$ cat src/design/dpw_pkg.sv
// Shared widths, modes and carriers for the dual-port edge-selectable RAM.
// Assumes one clock for both ports and user logic that drives the ports
// synchronously to it.
package dpw_pkg;

  // ==========================================================================
  // Sizes.
  localparam int ADDR_W  = 5;
  localparam int DATA_W  = 8;
  localparam int DEPTH   = 32;

  // ==========================================================================
  // Reset values and modes.
  localparam logic CAP_WE_RST = 1'b0;
  localparam logic BAD_RST    = 1'b0;

  // Edge of the write clock on which the array itself is updated.
  typedef enum logic {
    DPW_WR_RISE,
    DPW_WR_FALL
  } dpw_edge_e;

  // One port's request: write enable, address and write data.
  typedef struct packed {
    logic              we;
    logic [ADDR_W-1:0] addr;
    logic [DATA_W-1:0] data;
  } dpw_req_s;

  // One port's answer: read word and its unknown marker.
  typedef struct packed {
    logic [DATA_W-1:0] data;
    logic              unknown;
  } dpw_rsp_s;

endpackage : dpw_pkg

$ cat src/design/dpw_ram.sv
// Dual-port RAM whose array write triggers on the rising or falling edge.
// Assumes both ports and the read logic share clk_i; reads are either
// continuous or taken on the rising edge, chosen at elaboration.
`timescale 1ns/100ps

// What this block does
// Default style: rising write, continuous read output.
// Emulation style: falling write, rising-edge read.
// Rising mode stores data at request edge.
// Falling mode captures on rise, commits next fall.
// Address and data always latched on rising edge.
// Continuous read shows completed write without clock.
// Same-address writes together make word unknown.
// Later clean write replaces unknown word.
// User keeps same-address writes apart in time.
// Read-only build has no write path.
// Different-address simultaneous writes both succeed.
module dpw_ram #(
  parameter dpw_pkg::dpw_edge_e WR_EDGE   = dpw_pkg::DPW_WR_RISE,
  parameter bit                 RD_CONT   = 1'b1,
  parameter bit                 READ_ONLY = 1'b0,
  parameter int                 DEPTH     = dpw_pkg::DEPTH
) (
  input  wire logic              clk_i,
  input  wire logic              rst_i,
  input  wire dpw_pkg::dpw_req_s port_a_i,
  input  wire dpw_pkg::dpw_req_s port_b_i,
  output dpw_pkg::dpw_rsp_s      rsp_a_o,
  output dpw_pkg::dpw_rsp_s      rsp_b_o
);
  import dpw_pkg::*;

  // ==========================================================================
  // Elaboration checks.
  // Refused at elaboration, so a bad depth never reaches simulation.
  if (DEPTH < 2 || DEPTH > (1 << ADDR_W)) begin : g_bad_depth
    $error("DEPTH must lie between 2 and the address range");
  end

  // ==========================================================================
  // Storage and captured requests.
  logic [DATA_W-1:0] mem   [DEPTH];
  logic              bad_r [DEPTH];
  dpw_req_s          cap_a;
  dpw_req_s          cap_b;
  logic              cap_we_a;
  logic              cap_we_b;

  dpw_cap u_cap_a (
    .clk_i (clk_i),
    .rst_i (rst_i),
    .req_i (port_a_i),
    .we_o  (cap_we_a),
    .cap_o (cap_a)
  );

  dpw_cap u_cap_b (
    .clk_i (clk_i),
    .rst_i (rst_i),
    .req_i (port_b_i),
    .we_o  (cap_we_b),
    .cap_o (cap_b)
  );

  // Two writes to one word in the same write cycle contend.
  function automatic logic clash(input dpw_req_s a, input dpw_req_s b);
    return a.we && b.we && (a.addr == b.addr);
  endfunction : clash

  // ==========================================================================
  // Write selection.
  // Rising mode commits the live request at its own edge; falling mode
  // commits the request captured at the preceding rising edge.
  dpw_req_s wr_a;
  dpw_req_s wr_b;
  logic     wr_en_a;
  logic     wr_en_b;
  logic     wr_clash;

  assign wr_a     = (WR_EDGE == DPW_WR_RISE) ? port_a_i : cap_a;
  assign wr_b     = (WR_EDGE == DPW_WR_RISE) ? port_b_i : cap_b;
  assign wr_en_a  = !READ_ONLY && wr_a.we;
  assign wr_en_b  = !READ_ONLY && wr_b.we;
  assign wr_clash = !READ_ONLY && clash(wr_a, wr_b);

  // ==========================================================================
  // Array update on the chosen edge.
  // The unknown marker stands in for contended contents; the stored bits
  // are then whatever port B left, and must not be trusted.
  generate
    if (WR_EDGE == DPW_WR_RISE) begin : g_rise
      always_ff @(posedge clk_i or posedge rst_i) begin
        if (rst_i) begin
          for (int i = 0; i < DEPTH; i++) bad_r[i] <= BAD_RST;
        end else begin
          if (wr_en_a) bad_r[wr_a.addr] <= wr_clash;
          if (wr_en_b) bad_r[wr_b.addr] <= wr_clash;
        end
      end
      always_ff @(posedge clk_i) begin
        if (wr_en_a) mem[wr_a.addr] <= wr_a.data;
        if (wr_en_b) mem[wr_b.addr] <= wr_b.data;
      end
    end else begin : g_fall
      always_ff @(negedge clk_i or posedge rst_i) begin
        if (rst_i) begin
          for (int i = 0; i < DEPTH; i++) bad_r[i] <= BAD_RST;
        end else begin
          if (wr_en_a) bad_r[wr_a.addr] <= wr_clash;
          if (wr_en_b) bad_r[wr_b.addr] <= wr_clash;
        end
      end
      always_ff @(negedge clk_i) begin
        if (wr_en_a) mem[wr_a.addr] <= wr_a.data;
        if (wr_en_b) mem[wr_b.addr] <= wr_b.data;
      end
    end
  endgenerate

  // ==========================================================================
  // Read paths.
  // Continuous read is a mux from the array and so is not a flop output;
  // that is the price of seeing a write without waiting for an edge.
  dpw_rsp_s rd_a_now;
  dpw_rsp_s rd_b_now;
  dpw_rsp_s rd_a_r;
  dpw_rsp_s rd_b_r;

  assign rd_a_now = '{data: mem[port_a_i.addr], unknown: bad_r[port_a_i.addr]};
  assign rd_b_now = '{data: mem[port_b_i.addr], unknown: bad_r[port_b_i.addr]};

  // Registered read samples the array on the rising edge only.
  always_ff @(posedge clk_i or posedge rst_i) begin
    if (rst_i) begin
      rd_a_r <= '0;
      rd_b_r <= '0;
    end else begin
      rd_a_r <= rd_a_now;
      rd_b_r <= rd_b_now;
    end
  end

  assign rsp_a_o = RD_CONT ? rd_a_now : rd_a_r;
  assign rsp_b_o = RD_CONT ? rd_b_now : rd_b_r;

  // ==========================================================================
  // Assertions.
  // R9 is the user's duty; the checks below show what happens if broken.
  a_capture_regs: assert property (@(posedge clk_i) disable iff (rst_i)
    !rst_i ##1 1'b1
    |-> cap_a == $past(port_a_i) && cap_b == $past(port_b_i))
    else $error("Captured request differs from the last rising edge input");

  a_write_lands: assert property (@(posedge clk_i) disable iff (rst_i)
    !READ_ONLY && port_a_i.we && !clash(port_a_i, port_b_i)
    |=> mem[$past(port_a_i.addr)] == $past(port_a_i.data))
    else $error("Port A write not stored by the next rising edge");

  a_fall_delay: assert property (@(posedge clk_i) disable iff (rst_i)
    WR_EDGE == DPW_WR_FALL && !READ_ONLY && cap_a.we && !clash(cap_a, cap_b)
    |-> mem[cap_a.addr] == cap_a.data)
    else $error("Falling mode missed the half-cycle commit");

  a_clash_marks: assert property (@(posedge clk_i) disable iff (rst_i)
    !READ_ONLY && clash(port_a_i, port_b_i)
    |=> bad_r[$past(port_a_i.addr)])
    else $error("Contended word not marked unknown");

  a_clean_clears: assert property (@(posedge clk_i) disable iff (rst_i)
    !READ_ONLY && port_b_i.we && !clash(port_a_i, port_b_i)
    |=> !bad_r[$past(port_b_i.addr)])
    else $error("Clean write left the word unknown");

  a_both_stored: assert property (@(posedge clk_i) disable iff (rst_i)
    !READ_ONLY && port_a_i.we && port_b_i.we
    && port_a_i.addr != port_b_i.addr
    |=> mem[$past(port_a_i.addr)] == $past(port_a_i.data)
     && mem[$past(port_b_i.addr)] == $past(port_b_i.data))
    else $error("Simultaneous writes to different words lost one");

  a_rom_frozen: assert property (@(posedge clk_i) disable iff (rst_i)
    READ_ONLY && clash(port_a_i, port_b_i)
    |=> !bad_r[$past(port_a_i.addr)])
    else $error("Read-only array took a contended write");

  a_reg_read: assert property (@(posedge clk_i) disable iff (rst_i)
    (!RD_CONT && !rst_i) ##1 1'b1
    |-> rsp_a_o.data === $past(mem[port_a_i.addr]))
    else $error("Registered read did not follow the rising edge");

  a_cont_read: assert property (@(posedge clk_i) disable iff (rst_i)
    RD_CONT && !READ_ONLY && port_a_i.we && !port_b_i.we
    |=> rsp_b_o.data === mem[port_b_i.addr]
     && (port_b_i.addr != $past(port_a_i.addr)
         || rsp_b_o.data == $past(port_a_i.data)))
    else $error("Continuous read missed a completed write");

  c_clash:  cover property (@(posedge clk_i) clash(port_a_i, port_b_i));
  c_recover: cover property (@(posedge clk_i)
    clash(port_a_i, port_b_i) ##1 port_a_i.we
    && port_a_i.addr == $past(port_a_i.addr) && !port_b_i.we);
  c_dual:   cover property (@(posedge clk_i) port_a_i.we && port_b_i.we
    && port_a_i.addr != port_b_i.addr);

endmodule : dpw_ram

$ cat src/design/dpw_cap.sv
// Input capture stage of one RAM port: write enable, address and data.
// Assumes the request is stable around the rising clock edge.
`timescale 1ns/100ps
module dpw_cap (
  input  wire logic              clk_i,
  input  wire logic              rst_i,
  input  wire dpw_pkg::dpw_req_s req_i,
  output logic                   we_o,
  output dpw_pkg::dpw_req_s      cap_o
);
  import dpw_pkg::*;

  // ==========================================================================
  // Capture.
  // The request is always latched on the rising edge, whichever edge later
  // commits it, so both write styles see identical setup windows.
  always_ff @(posedge clk_i or posedge rst_i) begin
    if (rst_i) begin
      cap_o <= '0;
    end else begin
      cap_o <= req_i;
    end
  end

  assign we_o = cap_o.we;

endmodule : dpw_cap

$ cat config.mk
export PLATFORM = sky130hd
export DESIGN_NAME = dpw_ram
export DESIGN_NICKNAME = d
export VERILOG_FILES = /design/src/design/dpw_pkg.sv /design/src/design/dpw_ram.sv /design/src/design/dpw_cap.sv
export SDC_FILE = /design/constraint.sdc
export NUM_CORES = 1
export LEC_CHECK = 0
export BUFFER_PORTS_ARGS = -buffer_cell sky130_fd_sc_hd__buf_2
export CAP_MARGIN = 20
export CORE_ASPECT_RATIO = 0.6
export CORE_UTILIZATION = 40
export DETAILED_ROUTE_END_ITERATION = 16
export PLACE_DENSITY = 0.59
export SLEW_MARGIN = 20
export SYNTH_ARGS = -nofsm -noshare
export SYNTH_HDL_FRONTEND = slang
export SYNTH_SLANG_ARGS = --single-unit
$ cat constraint.sdc
create_clock -name clk_i -period 6.1 [get_ports clk_i]
set_input_delay 1.22 -clock clk_i [delete_from_list [all_inputs] [get_ports clk_i]]
set_output_delay 1.22 -clock clk_i [all_outputs]
set_load 0.01 [all_outputs]
==> run summary, run 1 <==
Status: finished, final reports clean
Sequential power share: 0.481
Internal: 3.41 mW
Number of flops mapped to enable cells by yosys: 256
Syn Area/Cell: 13.1 µm²
Arr. time, crit path: 4230 ps
Reg2reg end: bad_r[8]$_DFF_PP0_
Post-CTS Hold Buffers: 0
Max Fclk: 184 MHz
Crit-path cells: clkbuf_8 -> mux2i_1 -> o22ai_1 -> nor4_1 -> nand2_1 -> buf_2
CTS Sinks: 288
Drt wl/cell: 35.4 µm
Syn Nets: 1356
Required time worst endpoint: 4880 ps
Switch share: 0.264
R2R cell count: 1
Largest fanout on the critical path: 85
Crit start category: input pin
Clock-pin slew on the worst setup and hold paths: 60 ps
Die height: 164 µm
Setup violators final: 0
Post-synth ARST share: 0.111
Switch Pwr: 1.22 mW
Hold path cells: 1
Initial core utilization: 0.411
Min-delay src: bad_r[12]$_DFF_PP0_
Final Hold Fails: 0
Seq/Total Area, Yosys: 0.487
Power Total: 4.64 mW
Relative slew slack: 0.260
Final ANT Viol Nets: 0
CP max stage delay: 940 ps
Seq cells post-synth: 288
R2R Path Start: bad_r[8]$_DFF_PP0_
Vias in the first global route: 12.2k
Setup TNS: 0 ps
Crit path kind: input pin to primary output
Hold Path Class: flop to flop
Most frequent cells in the layout: mux2i_1, mux2_2, edfxtp_1
Layout cells sized above 1: 0.343
Fin worst setup slack: 655 ps
Clock Skew: 0 ps
Initial antenna violation count: 1
Slowest cell on the critical path: nor4_1
Synthesis Warnings: 0
Vias: 12.8k
Slew @ Worst Pin: 1110 ps
Starting DRT DRC Count: 2152
Setup bufs post-CTS: 0
Peak supply drop: 179 µV
Placed insts: 1840
Hold worst-path end: bad_r[12]$_DFF_PP0_
Place WS: 927 ps
Combinational share of power: 0.128
Netlist cell types: 43
Final net count: 1332
Finished Layout Cells: 1895
MaxCap Viol Count: 0
Slew Limit Fails: 0
Setup crit end kind: primary output
Total grt overflow: 0
Clock latency on the worst-skew pair: 580 ps
RSZ-0062 raised after global routing: false
Fin crit period: 5450 ps
DR DRC count: 0
Tcrit/Tclk final: 0.893
H-tree level count: 1
GRT Total Usage: 0.300
Clk buf depth: 3
Die area: 44400 µm²
DRT Pass-1 Iters: 5
Reg2reg setup slack: 5290 ps
Leakage dissipation: 6.97 nW
Top_reg_cell synth: edfxtp_1
Core ar.: 42400 µm²
Largest net degree at the start of global routing: 86
Post-synthesis cell count: 1326
CTS tree: yes
Filler cells: 3915
Cell Rows: 58
Hpwl dp: 47.6 mm
Root buffer cell: clkbuf_16
DIE WIDTH: 271 µm
Clock network fraction of total power: 0.391
Routed wire length: 67.1 mm
I/O Buffers: 47
Commonest non-fill, non-tap cell in the layout: mux2i_1
Ports: 48
Number of buffers created by CTS: 29
First-pass GRT wire length: 94.2 mm
Area growth syn-to-layout: 8.96%
Post-Syn Area: 17400 µm²
Cell Pwr Density: 244 nW/µm²
Resized Gates After CTS: 0
Gp weighted congestion: 1.00
Mean number of vias per cell: 6.76
[cells by family after synthesis]
kind of cell	after synthesis	synth area share
xor+xnor	5	0.00251
flops	288	0.487
simple gates	150	0.0618
mux	576	0.352
compound gates	176	0.0630
buf+inv	131	0.0333
[state kept, by name (all words and copies together), names as in the netlist]
name   flops
bad_r     32
mem      256
[worst max path at each step]
stage | startpoint | endpoint | cells after the start
after floorplan | port_b_i[8] | rsp_b_o[7] | 8
final | port_a_i[9] | rsp_a_o[8] | 6
after global routing | port_a_i[9] | rsp_a_o[4] | 6
after detailed placement | port_a_i[9] | rsp_a_o[8] | 6
after CTS | port_a_i[9] | rsp_a_o[8] | 6
after global placement | port_a_i[9] | rsp_a_o[8] | 6
[cells in the mapped netlist, types with 4 or more instances]
library cell    n  share of area
buf_1           7         0.0015
buf_2          42          0.012
clkbuf_1       74          0.016
dfrtp_1        32          0.046
edfxtp_1      256           0.44
mux2_2        287           0.19
mux2i_1       288           0.17
nand2_1        25         0.0054
nand2_2         7         0.0025
nand3_1         4         0.0011
nand3_2         5         0.0029
nand3b_1        7         0.0030
nand4b_1        8         0.0040
nand4bb_1      10         0.0065
nor2_2         12         0.0043
nor4_1         36          0.013
o21ai_0        13         0.0037
o22ai_1       156          0.056
or4b_2          8         0.0046
xnor2_1         5         0.0025
[layer usage]
metal / global-route usage / part of all wire / vias to the layer above / wire length [µm]
li1: - / - / 5232 / -
met1: 0.477 / 0.47 / 6672 / 31600
met2: 0.388 / 0.38 / 831 / 25400
met3: 0.0919 / 0.13 / 79 / 8770
met4: 0.0531 / 0.020 / 0 / 1320
met5: 0 / 0 / - / 0
[worst max-delay path: cells and delay by family]
family | cells | cell delay [ps]
AND/OR/NAND/NOR | 2 | 1120
AO/OA/AOI/OAI | 1 | 160
buffers and inverters | 2 | 890
multiplexers | 1 | 730
[through the flow]
step | cell area, µm² | utilization | hold slack (ps)
floorplan | 17400 | - | 502
global placement | 18000 | 0.425 | 521
detailed placement | 18000 | 0.425 | 530
CTS | 18900 | 0.447 | 544
global route | 19000 | 0.448 | 567
finish | 19000 | 0.448 | 548
[cell type report]
type / instances / area, µm² / share of cell area
repair buffers: 75 / 475 / 0.0251
well taps: 570 / 713 / 0.0376
clock inverters: 12 / 111 / 0.00587
multi-input cells: 907 / 8370 / 0.441
flip-flops and latches: 288 / 8490 / 0.447
clock buffers: 41 / 811 / 0.0427
diodes: 1 / 2.50 / 0.000132
inverters: 1 / 3.75 / 0.000198
[power groups by stage]
stage               combinational (mW)  sequential (mW)  clock, mW
floorplan                        0.368             2.25          0
global placement                 0.567             2.27          0
detailed placement               0.573             2.27          0
CTS                              0.574             2.23       1.83
global route                     0.611             2.23       1.89
finish                           0.594             2.23       1.81
No activity file was read; power rests on OpenSTA's default activity.
==> run 2, diff against run 1 <==
- PLACE_DENSITY: 0.59 -> not set
==> run 2 against run 1 <==
  * Flip-flop and latch count is the same
  * Setup slack gained 120 ps
  * Critical path depth is the same
  * Power shrank 1.1%
  * Combinational power grew 1%
  * Register-to-register slack is essentially flat
  * Largest power group unchanged
==> run summary, run 2 (synthesized netlist as in run 1, its figures left out) <==
Number of buffers created by CTS: 29
Final Hold Fails: 0
FF+latch area: 8490 µm²
Final net count: 1343
Initial core utilization: 0.411
Mean number of vias per cell: 6.74
Starting DRT DRC Count: 2008
Tcrit/Tclk final: 0.874
Slew Limit Fails: 0
DIE WIDTH: 271 µm
I/O Buffers: 47
Clk buf depth: 3
Initial antenna violation count: 0
Resized Gates After CTS: 0
Most frequent cells in the layout: mux2i_1, mux2_2, edfxtp_1
Cell Pwr Density: 241 nW/µm²
Largest net degree at the start of global routing: 69
Fin crit period: 5330 ps
Max reg flops: 256
Top reg by flops: mem
Ports: 48
Multi-input gate area: 8380 µm²
DR DRC count: 0
Routed wire length: 67.0 mm
Hold Path Class: flop to flop
Crit start category: input pin
Filler cells: 3915
Slew @ Worst Pin: 1130 ps
CTS tree: yes
Area growth syn-to-layout: 9.12%
CTS Sinks: 288
Clock Skew: 0 ps
Hpwl dp: 47.9 mm
Die height: 164 µm
Finished Layout Cells: 1899
DRT Pass-1 Iters: 6
Leakage dissipation: 7.00 nW
Final ANT Viol Nets: 0
Root buffer cell: clkbuf_16
Vias: 12.8k
Status: finished, final reports clean
Core ar.: 42400 µm²
Setup TNS: 0 ps
MaxCap Viol Count: 0
Required time worst endpoint: 4880 ps
Setup violators final: 0
ANT cells: 0
Placed insts: 1851
Commonest non-fill, non-tap cell in the layout: mux2i_1
Gp weighted congestion: 1.00
Regs by FF count: mem x256, bad_r x32
Cell Rows: 58
Die area: 44400 µm²
Max Fclk: 188 MHz
H-tree level count: 1
Clock-pin slew on the worst setup and hold paths: 70 ps
Layout cells sized above 1: 0.349
Relative slew slack: 0.244
Setup crit end kind: primary output
Total grt overflow: 0
Drt wl/cell: 35.3 µm
Peak supply drop: 197 µV
Crit path kind: input pin to primary output
First-pass GRT wire length: 93.9 mm
Post-CTS Hold Buffers: 0
RSZ-0062 raised after global routing: false
Largest fanout on the critical path: 59
Vias in the first global route: 12.1k
Setup bufs post-CTS: 0
Clock latency on the worst-skew pair: 580 ps
Arr. time, crit path: 4110 ps
GRT Total Usage: 0.299
Power Total: 4.59 mW
run 2: path summary, 6_finish.rpt:
kind / to / slack, ps / from / depth (start not counted)
worst min register to register: bad_r[30]$_DFF_PP0_ / 540 / bad_r[30]$_DFF_PP0_ / 1
max in group asynchronous: bad_r[7]$_DFF_PP0_ / 4940 / rst_i / 3
worst max register to register: bad_r[18]$_DFF_PP0_ / 5280 / bad_r[18]$_DFF_PP0_ / 1
worst max-delay path: rsp_a_o[1] / 770 / port_a_i[9] / 6
worst min-delay path: bad_r[30]$_DFF_PP0_ / 540 / bad_r[30]$_DFF_PP0_ / 1
min in group asynchronous: bad_r[18]$_DFF_PP0_ / 770 / rst_i / 3
run 2: through the flow:
step           worst slack (ps)   util  instance area, µm²  hold slack, ps
3_5_place_dp               1130  0.427               18100             527
3_3_place_gp               1160  0.427               18100             520
4_1_cts                    1130  0.448               19000             542
6_report                    771  0.448               19000             542
5_1_grt                     815  0.448               19000             554
2_1_floorplan              2240      -               17400             502
run 2: power by group:
group | internal [mW] | switching (mW)
sequential | 2.20 | 0.0308
clock | 0.951 | 0.805
combinational | 0.216 | 0.387
run 2: critical path, cell delays in order:
cell      delay, ps
clkbuf_8        500
mux2i_1         640
o22ai_1         150
nor4_1          960
nand2_1         320
buf_2           230
run 2: area by class of cell:
class,count,area share
clock inverters,12,0.00606
clock buffers,35,0.0394
inverters,1,0.000198
well taps,570,0.0375
flip-flops and latches,288,0.447
repair buffers,86,0.0292
multi-input cells,907,0.441
run 2: layer usage:
metal	vias to the layer above	global-route usage	wire length (µm)
met5	-	0	0
met4	0	0.0398	881
li1	5240	-	-
met1	6605	0.477	31000
met3	67	0.0870	9310
met2	889	0.394	25700
==> run 3, diff against run 2 <==
- ABC_AREA: not set -> 1
- CELL_PAD_IN_SITES_DETAIL_PLACEMENT: not set -> 1
- CELL_PAD_IN_SITES_GLOBAL_PLACEMENT: not set -> 2
- CORE_UTILIZATION: 40 -> 32
- PLACE_DENSITY_LB_ADDON: not set -> 0.1
==> run 3 against run 2 <==
  * Register-to-register slack barely moved
  * Sequential power rose by 2%
  * Synthesized cell count rose by 110%
  * Flip-flop and latch count did not move
  * Routed wire length rose by 39%
  * Synthesized area rose by 5.9%
  * Clock skew did not move
  * Critical path depth rose by 6
  * Power rose by 15%
  * Largest power group unchanged
==> run summary, run 3 <==
Status: finished, final reports clean
Crit start category: input pin
Clock latency on the worst-skew pair: 550 ps
Die height: 188 µm
FF+latch area: 8490 µm²
Finished Layout Cells: 3520
Hpwl dp: 61.2 mm
Core ar.: 56300 µm²
Filler cells: 7199
Vias in the first global route: 18.0k
Internal: 3.65 mW
Wire length on met3: 7.56 mm
Initial antenna violation count: 3
Layout cells sized above 1: 0.0725
Placed insts: 3453
Total grt overflow: 0
Hold Path Class: flop to flop
Post-synthesis cell count: 2761
DRT Pass-1 Iters: 5
Final ANT Viol Nets: 0
Top-count cell post-synth: nand2_1
Root buffer cell: clkbuf_16
MaxCap Viol Count: 0
Cell Rows: 67
Most frequent cells in the layout: nand2_1, o21ai_0, edfxtp_1
Number of flops mapped to enable cells by yosys: 256
Ports: 48
Sequential power share: 0.432
Routed wire length: 93.1 mm
DP Area: 19500 µm²
Clock-pin slew on the worst setup and hold paths: 70 ps
Cell Pwr Density: 256 nW/µm²
WL met2: 35.7 mm
Hold Slack: 530 ps
Clk buf depth: 3
Setup crit end kind: primary output
Non-Filler Cell Area, Final: 20600 µm²
Place WS: 1210 ps
Commonest non-fill, non-tap cell in the layout: nand2_1
Mean number of vias per cell: 5.44
Fin crit period: 4960 ps
Highest metal used: met4
Required time worst endpoint: 4880 ps
Leading area contributor after synthesis: edfxtp_1
Fin worst setup slack: 1140 ps
Tcrit/Tclk final: 0.813
Multi-input gate area: 8860 µm²
Crit path kind: input pin to primary output
DIE WIDTH: 312 µm
Switch Pwr: 1.62 mW
Largest fanout on the critical path: 66
First-pass GRT wire length: 133 mm
Post-synth ARST share: 0.111
Clock Skew: 0 ps
CTS Sinks: 288
GRT Total Usage: 0.314
Slew @ Worst Pin: 1160 ps
Hold path cells: 2
Min-delay src: bad_r[8]$_DFF_PP0_
Setup bufs post-CTS: 0
Post-Syn Area: 18400 µm²
Synthesis Warnings: 0
Netlist cell types: 25
Clock network fraction of total power: 0.410
R2R cell count: 2
Number of buffers created by CTS: 35
Top reg by flops: mem
Final Hold Fails: 0
Max Fclk: 202 MHz
Wl on met1: 48.0 mm
Vias: 19.1k
Gp weighted congestion: 0.876
H-tree level count: 2
Area growth syn-to-layout: 11.8%
Synth top area cells: edfxtp_1, nand2_1, o21ai_0
RSZ-0062 raised after global routing: false
Top_reg_cell synth: edfxtp_1
Syn Nets: 2791
Final net count: 2764
Initial core utilization: 0.327
Die area: 58600 µm²
Seq cells post-synth: 288
I/O Buffers: 47
Leakage dissipation: 9.89 nW
Setup TNS: 0 ps
Syn Area/Cell: 6.68 µm²
DR DRC count: 0
Post-CTS Hold Buffers: 0
R2R Path Start: bad_r[18]$_DFF_PP0_
Slew Limit Fails: 0
Top-area cell type share of the netlist area: 0.417
Reg2reg setup slack: 5270 ps
Resized Gates After CTS: 0
Arr. time, crit path: 3740 ps
Max reg flops: 256
Hold worst-path end: bad_r[8]$_DFF_PP0_
Relative slew slack: 0.225
Largest net degree at the start of global routing: 82
Peak supply drop: 141 µV
Commonest cells in the netlist: nand2_1, o21ai_0, edfxtp_1
Drt wl/cell: 26.5 µm
CTS tree: yes
Final Util: 0.366
Combinational share of power: 0.158
Reg2reg end: bad_r[18]$_DFF_PP0_
Seq/Total Area, Yosys: 0.460
Power Total: 5.28 mW
Regs by FF count: mem x256, bad_r x32
Setup violators final: 0
Switch share: 0.308
Starting DRT DRC Count: 2114
## run 3: power groups by stage
stage               sequential (mW)  clock [mW]  combinational (mW)
floorplan                      2.30           0               0.460
global placement               2.32           0               0.796
detailed placement             2.32           0               0.811
CTS                            2.28        2.18               0.814
global route                   2.29        2.24               0.901
finish                         2.28        2.16               0.834
## run 3: kinds of logic (layout without fill, tap and decap cells)
family / Yosys count / count (layout) / synth area share
compound gates: 388 / 388 / 0.106
simple gates: 1798 / 1798 / 0.372
flops: 288 / 288 / 0.460
buf+inv: 287 / 286 / 0.0614
other cells: 0 / 1 / 0
## run 3: worst max path at each step
stage                start         end  cells past startpoint
6_report       port_a_i[8]  rsp_a_o[2]                     12
5_1_grt        port_a_i[8]  rsp_a_o[2]                     12
4_1_cts        port_a_i[8]  rsp_a_o[4]                     12
3_5_place_dp   port_a_i[8]  rsp_a_o[4]                     12
3_3_place_gp   port_a_i[8]  rsp_a_o[4]                     12
2_1_floorplan  port_b_i[8]  rsp_b_o[6]                     12
## run 3: layer usage
metal | up-vias | GRT usage
met5 | - | 0
met4 | 0 | 0.0660
met3 | 96 | 0.0417
met2 | 799 | 0.418
met1 | 9536 | 0.519
li1 | 8714 | -
## run 3: final cells by class
type	instances	area share
clock buffer	49	0.0480
inverter	103	0.0190
tap	759	0.0460
timing repair buffer	120	0.0400
sequential	288	0.412
antenna	1	0.000121
clock inverter	14	0.00588
multi-input combinational	2186	0.429
## run 3: worst max-delay path, cell delays in order
cell	delay (ps)
buf_6	420
inv_4	420
buf_4	400
nand2_1	100
nand2_1	50
nand2_1	50
nand2_1	140
nand2_1	160
nand2_1	80
nor2_1	280
nand2_1	110
buf_2	150
